--- src/verilog/pahc_params.svh ---
// register offsets, field positions and reset values for the paging alpha header checker
// assumes a 32-bit apb slave with byte addresses and one word per register
`ifndef PAHC_PARAMS_SVH
`define PAHC_PARAMS_SVH
`define PAHC_OFF_CTRL 12'h000
`define PAHC_OFF_STATUS 12'h004
`define PAHC_OFF_MISS 12'h008
`define PAHC_OFF_COUNT 12'h00c
`define PAHC_OFF_MAIL_LEN 12'h010
`define PAHC_OFF_MAIL_BASE 12'h040
`define PAHC_RST_LIMIT 6'h3f
`define PAHC_HDR_CONT 10
`define PAHC_HDR_FRAG_LO 11
`define PAHC_HDR_NUM_LO 13
`define PAHC_HDR_U 19
`define PAHC_HDR_V 20
`define PAHC_FRAG_INIT 2'h3
`define PAHC_W2_RETR 0
`define PAHC_W2_MAIL 1
`define PAHC_W2_SIG_LO 2
`endif

--- src/verilog/pahc_checker.sv ---
// paging alpha header checker: header decode, numbering check, signature, mail store, output fifo
// assumes code words arrive in order with first/last marking each fragment; apb master per amba
// Function
// - rollover limit comes from a register
// - out of order numbering flags missed message
// - sequence checked only when retrieval flag set
// - retrieval zero ignores and leaves tracking
// - report range of missing message numbers
// - address plus number associate fragments
// - mail drop overwrites dedicated store
// - signature is complemented 7-bit character sum
// - sum characters after signature field
// - fragment control pair only after first
// - fragment control pair defaults to two
// - fragment control tracks symbolic character position
// - decode pair: unsupported, reserved, default, alternate
// - first fragment assumes default character mode
// - pair zero allows characters split across fragments
`timescale 1ns/10ps
`include "pahc_params.svh"

module pahc_fifo #(
    parameter int WIDTH = 37,
    parameter int DEPTH = 4
) (
    input wire logic clk,
    input wire logic rst,
    input wire logic in_valid,
    output logic in_ready,
    input wire logic [WIDTH-1:0] in_data,
    output logic out_valid,
    input wire logic out_ready,
    output logic [WIDTH-1:0] out_data
);
    localparam int AW = (DEPTH > 1) ? $clog2(DEPTH) : 1;
    typedef struct packed {
        logic [DEPTH-1:0][WIDTH-1:0] mem;
        logic [AW-1:0] rd;
        logic [AW-1:0] wr;
        logic [AW:0] cnt;
    } pahc_fifo_state_t;
    pahc_fifo_state_t st_ff;
    pahc_fifo_state_t nxt_st;
    logic push;
    logic pop;

    assign in_ready = (st_ff.cnt != (AW+1)'(DEPTH));
    assign out_valid = (st_ff.cnt != '0);
    assign out_data = st_ff.mem[st_ff.rd];
    assign push = in_valid && in_ready;
    assign pop = out_valid && out_ready;

    always_comb begin
        nxt_st = st_ff;
        if (push) begin
            nxt_st.mem[st_ff.wr] = in_data;
            nxt_st.wr = (st_ff.wr == AW'(DEPTH - 1)) ? '0 : st_ff.wr + 1'b1;
        end
        if (pop) begin
            nxt_st.rd = (st_ff.rd == AW'(DEPTH - 1)) ? '0 : st_ff.rd + 1'b1;
        end
        nxt_st.cnt = st_ff.cnt + (AW+1)'(push) - (AW+1)'(pop);
    end

    always_ff @(posedge clk) begin
        if (rst) begin
            st_ff <= '0;
        end else begin
            st_ff <= nxt_st;
        end
    end
endmodule : pahc_fifo


--- config.mk ---
export PLATFORM = sky130hd
export DESIGN_NAME = pahc_fifo
export DESIGN_NICKNAME = d
export VERILOG_FILES = /design/src/verilog/pahc_checker.sv
export VERILOG_INCLUDE_DIRS = /design/src /design/src/verilog
export SDC_FILE = /design/constraint.sdc
export NUM_CORES = 1
export LEC_CHECK = 0
export BUFFER_PORTS_ARGS = -buffer_cell sky130_fd_sc_hd__buf_2
export CAP_MARGIN = 10
export CORE_ASPECT_RATIO = 0.75
export CORE_MARGIN = 5
export CORE_UTILIZATION = 25
export DETAILED_ROUTE_END_ITERATION = 6
export MAX_ROUTING_LAYER = met4
export PLACE_DENSITY = 0.37
export SLEW_MARGIN = 20
export SYNTH_ARGS = -nofsm -noshare
export SYNTH_HDL_FRONTEND = slang
export SYNTH_SLANG_ARGS = --single-unit
export TNS_END_PERCENT = 100
--- constraint.sdc ---
create_clock -name clk -period 2.6 [get_ports clk]
set_input_delay 0.39 -clock clk [delete_from_list [all_inputs] [get_ports clk]]
set_output_delay 0.39 -clock clk [all_outputs]
set_load 0.03 [all_outputs]
# After elaboration in Yosys (flattened, before gate mapping)
# Cells that the tools add are included.
# totals
regBits,155
output_inout_bits,39
inputBits,41
elab_cells,28
# op_classes
reduce_logical,4
n_addsub,4
n_eq_ne,3
muxes,7
magnitude_cmp,3
# op_table
operator,count
148-bit bitwise mux,1
37-bit binary-select mux with 2-bit select,1
37-bit demux with 2-bit select,1
37-bit two-way mux,2
2-bit by 3-bit less-than comparator with 1-bit output (second input constant),2
2-bit by 1-bit adder with 2-bit output (second input constant),2
2-bit equality test (second input constant),2
2-bit two-way mux,2
3-bit by 1-bit adder with 3-bit output,1
1-bit logical AND,3
3-bit != test (second input constant),1
3-bit nonzero test,1
3-bit by 1-bit subtractor with 3-bit output,1
2-bit by 1-bit >= comparator with 1-bit output (second input constant),1

# Logic depth before layout (Yosys ltp)
# Gate-level depths: netlist of the first run.
# depth
depth_word,5
depth_mapped,10

# Worst setup path before layout of the first run
# No wires, ideal clock.
# synth_path
path_kind,register -> register
from,register st_ff[1] (netlist bit)
to,register st_ff[2] (netlist bit)
synth_period_minus_slack_ps,2127
stages_incl_launch_ff,10
setup_ps,126
arrival_ps,2001
setup_slack_ps,473
path_buffers,0
path_cell_list,dfxtp_1 -> o31ai_1 -> inv_1 -> ha_1 -> inv_1 -> ha_1 -> fa_1 -> xnor2_1 -> xnor2_1 -> nor2_1
# synth_via
word_cells_on_any_way,6
classes_between,add/sub (2); eq/ne (1); reduce/logical (3)
# synth_rtl
element,line_no,text
from (decl),pahc_checker.sv:42,pahc_fifo_state_t st_ff;
from (signal assigned),pahc_checker.sv:69,st_ff <= nxt_st;
3-bit nonzero test,pahc_checker.sv:48,assign out_valid = (st_ff.cnt != '0);
1-bit logical AND,pahc_checker.sv:51,assign pop = out_valid && out_ready;
via pop,pahc_checker.sv:45,logic pop;
3-bit by 1-bit subtractor with 3-bit output,pahc_checker.sv:62,nxt_st.cnt = st_ff.cnt + (AW+1)'(push) - (AW+1)'(pop);
# The timed path passes the listed nets, and every way through them passes these cells.
# A chain may end at the register's enable or synchronous reset.

# Worst setup path after layout of the first run
# layout_path
from,register st_ff[5] (netlist bit)
to,output port out_data[29]
# layout_via
elab_chain_len,2
# layout_lines
element,line_no,text
37-bit binary-select mux with 2-bit select,pahc_checker.sv:49,assign out_data = st_ff.mem[st_ff.rd];
37-bit two-way mux (implied by the code),pahc_checker.sv:49,
to (decl),pahc_checker.sv:33,output logic [WIDTH-1:0] out_data
# No other way between the ends. The select of a mux whose other input is x is not followed.

==> flow_summary.toml, run 1 <==
[yosys]
ys_seq_elements = 155
synth.area.mux_share_pct = 32.3
async_flop_share_pct = 0
synth-warning-count = 0
synthAdderAreaFrac_pct = 1.50
synth_xor_area_share_pct = 0.243
synth_top_family_by_area = "multiplexers"
synthSimpleGateAreaFrac_pct = 17.3
netlist_area_um2 = 7200
synth_compound_area_share_pct = 0.574
seq_area_frac_synth_pct = 43.1
synthFlopType = "dfxtp_1"
synth_edf_count = 0
syn-num-nets = 659
syn_area_per_cell_um2 = 11.8
synthCells = 610
synth.distinct_cells = 27

[sta]
min_period_ps = 2390
fin_ws_ps = 212
final.setup.tns_ps = 0
min_period_over_period_pct = 91.9
hold_viol_final = 0
finClkSkew_ps = 7.27
finalMaxSlewViolations = 0
relSlewSlack_pct = 36.2
rsz0062_at_grt = "false"
fmax_mhz = 419
tightest_slew_ps = 956
setup_viol = 0

[grt]
use_met2_pct = 19.3
antenna_found_initial = 1
grt.total_usage_pct = 12.0
grt_pass1_vias = 4976
grtUsageMet1_pct = 14.8
grt_pass1_wl_mm = 28.6
met3_usage_pct = 3.58
grt_max_degree = 161
grt_overflow_total = 0
grt_busiest_layer = "met2"

[worst_hold_path]
worstHoldPathType = "in -> reg"

[routing]
wirelength_mm = 18.1
antenna_left = 0
wl_per_cell_um = 16.9
firstDrtPassIters = 4
drt_iter0_markers = 163
via_count = 4562
viasPerCell = 4.25
drcViolationCount = 0

[final_layout]
drive_gt1_share_pct = 24.3
fin_nets = 724
largest_reg_flops = 155
syn_to_final_growth_pct = 18.6
top_register = "st_ff"
seq_area_um2 = 3110
top_regs = "st_ff (155)"
nFillCells = 2896
multi_input_area_um2 = 3770

[clock_network]
clockBufferDepth = 2
cts_tree = "built"
ctsHtreeMaxLevel = 4
post-cts-setup-buffer-count = 0
numCtsBuffers = 17
clk_pin_slew_ps = 60
clock_latency_ps = 430
cts.sinks = 155
cts-root-buf = "clkbuf_16"
post_cts_resized = 0
cts_hold_buf = 0

[critical_path]
crit_path_max_incr_delay_ps = 620
critPathMaxFanout = 15
worstSetupPathType = "reg -> out"
worstSetupStartpointType = "flip-flop"
critPathCaptureType = "primary output"
cp.required_ps = 2210
crit_slowest_cell = "dfxtp_2"
arrival_ps = 2000
cp.buffers_inverters = 2
path_cells = "buf_4, mux4_2, buf_2"
critical_path.top_delay_family = "flip-flops"

[floorplanning]
core_area_um2 = 28200
fp.dieH_um = 157
core.rowCount = 53
pin_count = 80
design.die.area_um2 = 32300
die_w_um = 206
start_util_pct = 25.5

[power]
vdd_drop_max_mv = 0.397
power_density_nw_per_um2 = 810
leakage_nw = 3.73

[status]
status = "finished clean"

[placement]
gp_congestion = 0.688
hpwl_mm = 11.3
io_buffers = 79
dp_slack_ps = 431

[flow_run]
drv_cap = 0
==> cell families (layout without fill, tap and decap cells) <==
group,after synthesis,after routing
AOI/OAI and AO/OA,6,6
muxes,186,186
other,0,1
DFF,155,155
adders and majority gates,8,8
xor gates and xnor gates,2,2
and+or+nand+nor,200,200
buffers and inverters,53,131
==> layer usage <==
metal	vias to the layer above	wire length (µm)
met5	-	0
met4	0	244
met3	15	824
met2	63	8500
met1	2262	8560
li1	2222	-
==> tightest hold or removal path, cell delays in order <==
cell      delay (ps)
buf_2             70
nand2b_1         100
mux2i_1          130
==> cells in the final DEF, fill, tap and decap left out, drive strengths merged, types with 2 or more instances in the layout <==
cell type and count:
clkbuf 27, nand2 2, mux2i 149, nor2 2
mux4 37, xnor2 2, nor2b 2, clkinv 3
nand3 4, buf 93, or3 3, a21oi 2
dfxtp 155, nand2b 185, inv 6, ha 7
==> final timing paths <==
check / cells past startpoint / slack [ps] / to / from
worst max-delay path: 3 / 210 / out_data[29] / st_ff[5]
worst min-delay path: 3 / 310 / st_ff[138] / in_data[20]
worst max register to register: 9 / 440 / st_ff[2] / st_ff[1]
worst min register to register: 2 / 470 / st_ff[71] / st_ff[71]
==> power breakdown <==
group,switching [mW],total (mW),internal [mW]
Combinational,0.979,1.72,0.736
Sequential,0.148,2.73,2.59
Clock,0.994,2.47,1.47
==> metrics by stage <==
stage	util [%]	power (mW)	instance area (µm²)	hold slack, ps	std cells
2_1_floorplan	-	4.04	7200	445	610
5_1_grt	30.3	7.28	8530	303	1074
3_5_place_dp	28.2	4.56	7950	460	1041
3_3_place_gp	28.2	4.52	7950	457	1041
6_report	30.3	6.92	8530	310	1074
4_1_cts	30.3	7.09	8530	291	1073
==> synth_stat cells, drive strengths merged (3+ instances only) <==
| cell type | number | area (µm²) |
|---|---|---|
| buf | 25 | 251 |
| clkbuf | 22 | 82.6 |
| dfxtp | 155 | 3100 |
| ha | 7 | 87.6 |
| inv | 6 | 22.5 |
| mux2i | 149 | 1490 |
| mux4 | 37 | 833 |
| nand2b | 185 | 1160 |
| nand3 | 4 | 20.0 |
| or3 | 3 | 20.0 |
==> layout make-up <==
type / instances / area share, %
Clock buffer: 27 / 6.13
Clock inverter: 5 / 0.660
Timing Repair Buffer: 93 / 6.63
Sequential cell: 155 / 36.4
Multi-Input combinational cell: 402 / 44.2
Inverter: 6 / 0.264
Antenna cell: 1 / 0.0293
Tap cell: 385 / 5.65
No activity file was read; power rests on OpenSTA's default activity.
==> run 2: changes to the inputs <==
--- a/config.mk
+++ b/config.mk
@@ -8,7 +8,7 @@
 export LEC_CHECK = 0
 export BUFFER_PORTS_ARGS = -buffer_cell sky130_fd_sc_hd__buf_2
 export CAP_MARGIN = 10
-export CORE_ASPECT_RATIO = 0.75
+export CORE_ASPECT_RATIO = 0.5
 export CORE_MARGIN = 5
 export CORE_UTILIZATION = 25
 export DETAILED_ROUTE_END_ITERATION = 6
==> run 2 against run 1 <==
Net effect: cell count barely moved; worst hold slack got worse by 14 ps; first-iteration DRC count rose by 17%; utilization rose by 0.24 points; clock-buffer cell count fell by 8; wire length fell by 4.8%; via count fell by 0.68%; critical path type unchanged; combinational power fell by 4%; largest power group unchanged.
==> flow_summary.toml, run 2 (synthesis gave the netlist of run 1 again) <==
[routing]
wl_met2_mm = 8.29
topRoutingLayerUsed = "met4"
via_count = 4531
antenna_left = 0
drcViolationCount = 0
drt_iter0_markers = 190
wl_met3_um = 419
viasPerCell = 4.22
wirelength_mm = 17.3
wl_per_cell_um = 16.1
wl_met1_mm = 8.32
firstDrtPassIters = 4

[floorplanning]
start_util_pct = 25.7
core_area_um2 = 28000
design.die.area_um2 = 32500
die_w_um = 250
core.rowCount = 43
fp.dieH_um = 130
pin_count = 80

[critical_path]
worstSetupStartpointType = "flip-flop"
r2r_start = "st_ff[1]"
critPathMaxFanout = 20
cp.required_ps = 2210
arrival_ps = 2040
path_cells = "buf_4, mux4_2, buf_2"
critical_path.startpoint = "st_ff[5]"
reg2reg_depth = 9
crit_cells = 3
crit_path_max_incr_delay_ps = 760
worstSetupPathType = "reg -> out"
critical_path.top_delay_family = "flip-flops"
reg2reg_slack_ps = 500
critPathCaptureType = "primary output"
r2r-end = "st_ff[2]"
critPathCapture = "out_data[25]"
cp.buffers_inverters = 2
crit_slowest_cell = "dfxtp_2"

[power]
switchingPower_mw = 2.11
seq_power_share_pct = 39.9
power_density_nw_per_um2 = 811
power.share.combinational_pct = 23.8
p_clk_share_pct = 36.3
vdd_drop_max_mv = 0.448
leakage_nw = 3.74
power_mw = 6.94
swShare_pct = 30.5
p_int_mw = 4.82

[final_layout]
top_regs = "st_ff (155)"
seq_area_um2 = 3110
final_common_cell = "nand2b_1"
fin_nets = 727
multi_input_area_um2 = 3770
drive_gt1_share_pct = 24.9
syn_to_final_growth_pct = 18.9
layout_common_cells = "185 x nand2b_1, 153 x dfxtp_1, 149 x mux2i_1"
largest_reg_flops = 155
nFillCells = 2882
diodes = 0
instances_no_fill = 1073
top_register = "st_ff"

[clock_network]
clk_pin_slew_ps = 60
clockBufferDepth = 2
cts.sinks = 155
post-cts-setup-buffer-count = 0
ctsHtreeMaxLevel = 4
numCtsBuffers = 17
cts_hold_buf = 0
clock_latency_ps = 430
cts-root-buf = "clkbuf_16"
cts_tree = "built"
post_cts_resized = 0

[status]
status = "finished clean"

[sta]
fmax_mhz = 411
finalMaxSlewViolations = 0
rsz0062_at_grt = "false"
min_period_ps = 2430
min_period_over_period_pct = 93.5
fin_ws_ps = 170
hold_viol_final = 0
tightest_slew_ps = 884
relSlewSlack_pct = 41.1
finClkSkew_ps = 6.20
final.setup.tns_ps = 0
setup_viol = 0

[grt]
grt.total_usage_pct = 11.5
antenna_found_initial = 0
grt_max_degree = 67
grt_pass1_wl_mm = 27.9
grt_overflow_total = 0
grt_pass1_vias = 4842

[placement]
dp_slack_ps = 466
hpwl_mm = 10.9
io_buffers = 79
place_inst = 1041
gp_congestion = 0.683

[flow_run]
drv_cap = 0

[worst_hold_path]
worstHoldPathType = "in -> reg"
hp-start = "in_data[12]"
==> run 2: cell types whose count changed in the layout (fill, tap and decap cells not counted), sizes merged <==
cell      before  now
clkbuf        27   19
clkinv         3    7
buf           93   96
bufinv         1    3
clkinvlp       1    3
diode          1    0
==> run 2: worst min-delay path by stage <==
| stage | end | depth (start not counted) | slack, ps |
|---|---|---|---|
| final | st_ff[93] | 3 | 300 |
| after global routing | st_ff[93] | 3 | 300 |
| after CTS | st_ff[93] | 3 | 270 |
| after detailed placement | st_ff[64] | 2 | 460 |
| after global placement | st_ff[75] | 2 | 460 |
| after floorplan | st_ff[44] | 2 | 450 |
==> run 2: layout make-up <==
class | instances | area share [%]
multi-input combinational | 402 | 44.1
timing repair buffer | 96 | 6.87
sequential | 155 | 36.3
inverter | 6 | 0.263
tap | 382 | 5.59
clock inverter | 13 | 1.77
clock buffer | 19 | 5.06
==> run 2: tightest hold or removal path: stages <==
cell,delay (ps)
buf_2,70
nand2b_1,100
mux2i_1,120
==> run 2: per-layer routing <==
layer	vias to the layer above	track usage, %
met5	-	-
met4	0	3.71
met3	16	2.97
met2	35	18.7
met1	2237	14.1
li1	2243	-
==> run 2: power groups by stage <==
stage	Sequential (mW)	Clock (mW)	Combinational, mW
after floorplan	2.72	0	1.32
after global placement	2.83	0	1.69
after detailed placement	2.82	0	1.70
after CTS	2.77	2.62	1.71
after global routing	2.80	2.73	1.79
final	2.77	2.52	1.65
==> run 2: stage by stage <==
step / hold slack [ps] / utilization, % / area [µm²]
6_report: 296 / 30.5 / 8550
5_1_grt: 303 / 30.5 / 8550
4_1_cts: 272 / 30.5 / 8550
3_5_place_dp: 461 / 28.4 / 7970
3_3_place_gp: 457 / 28.4 / 7970
2_1_floorplan: 445 / - / 7200
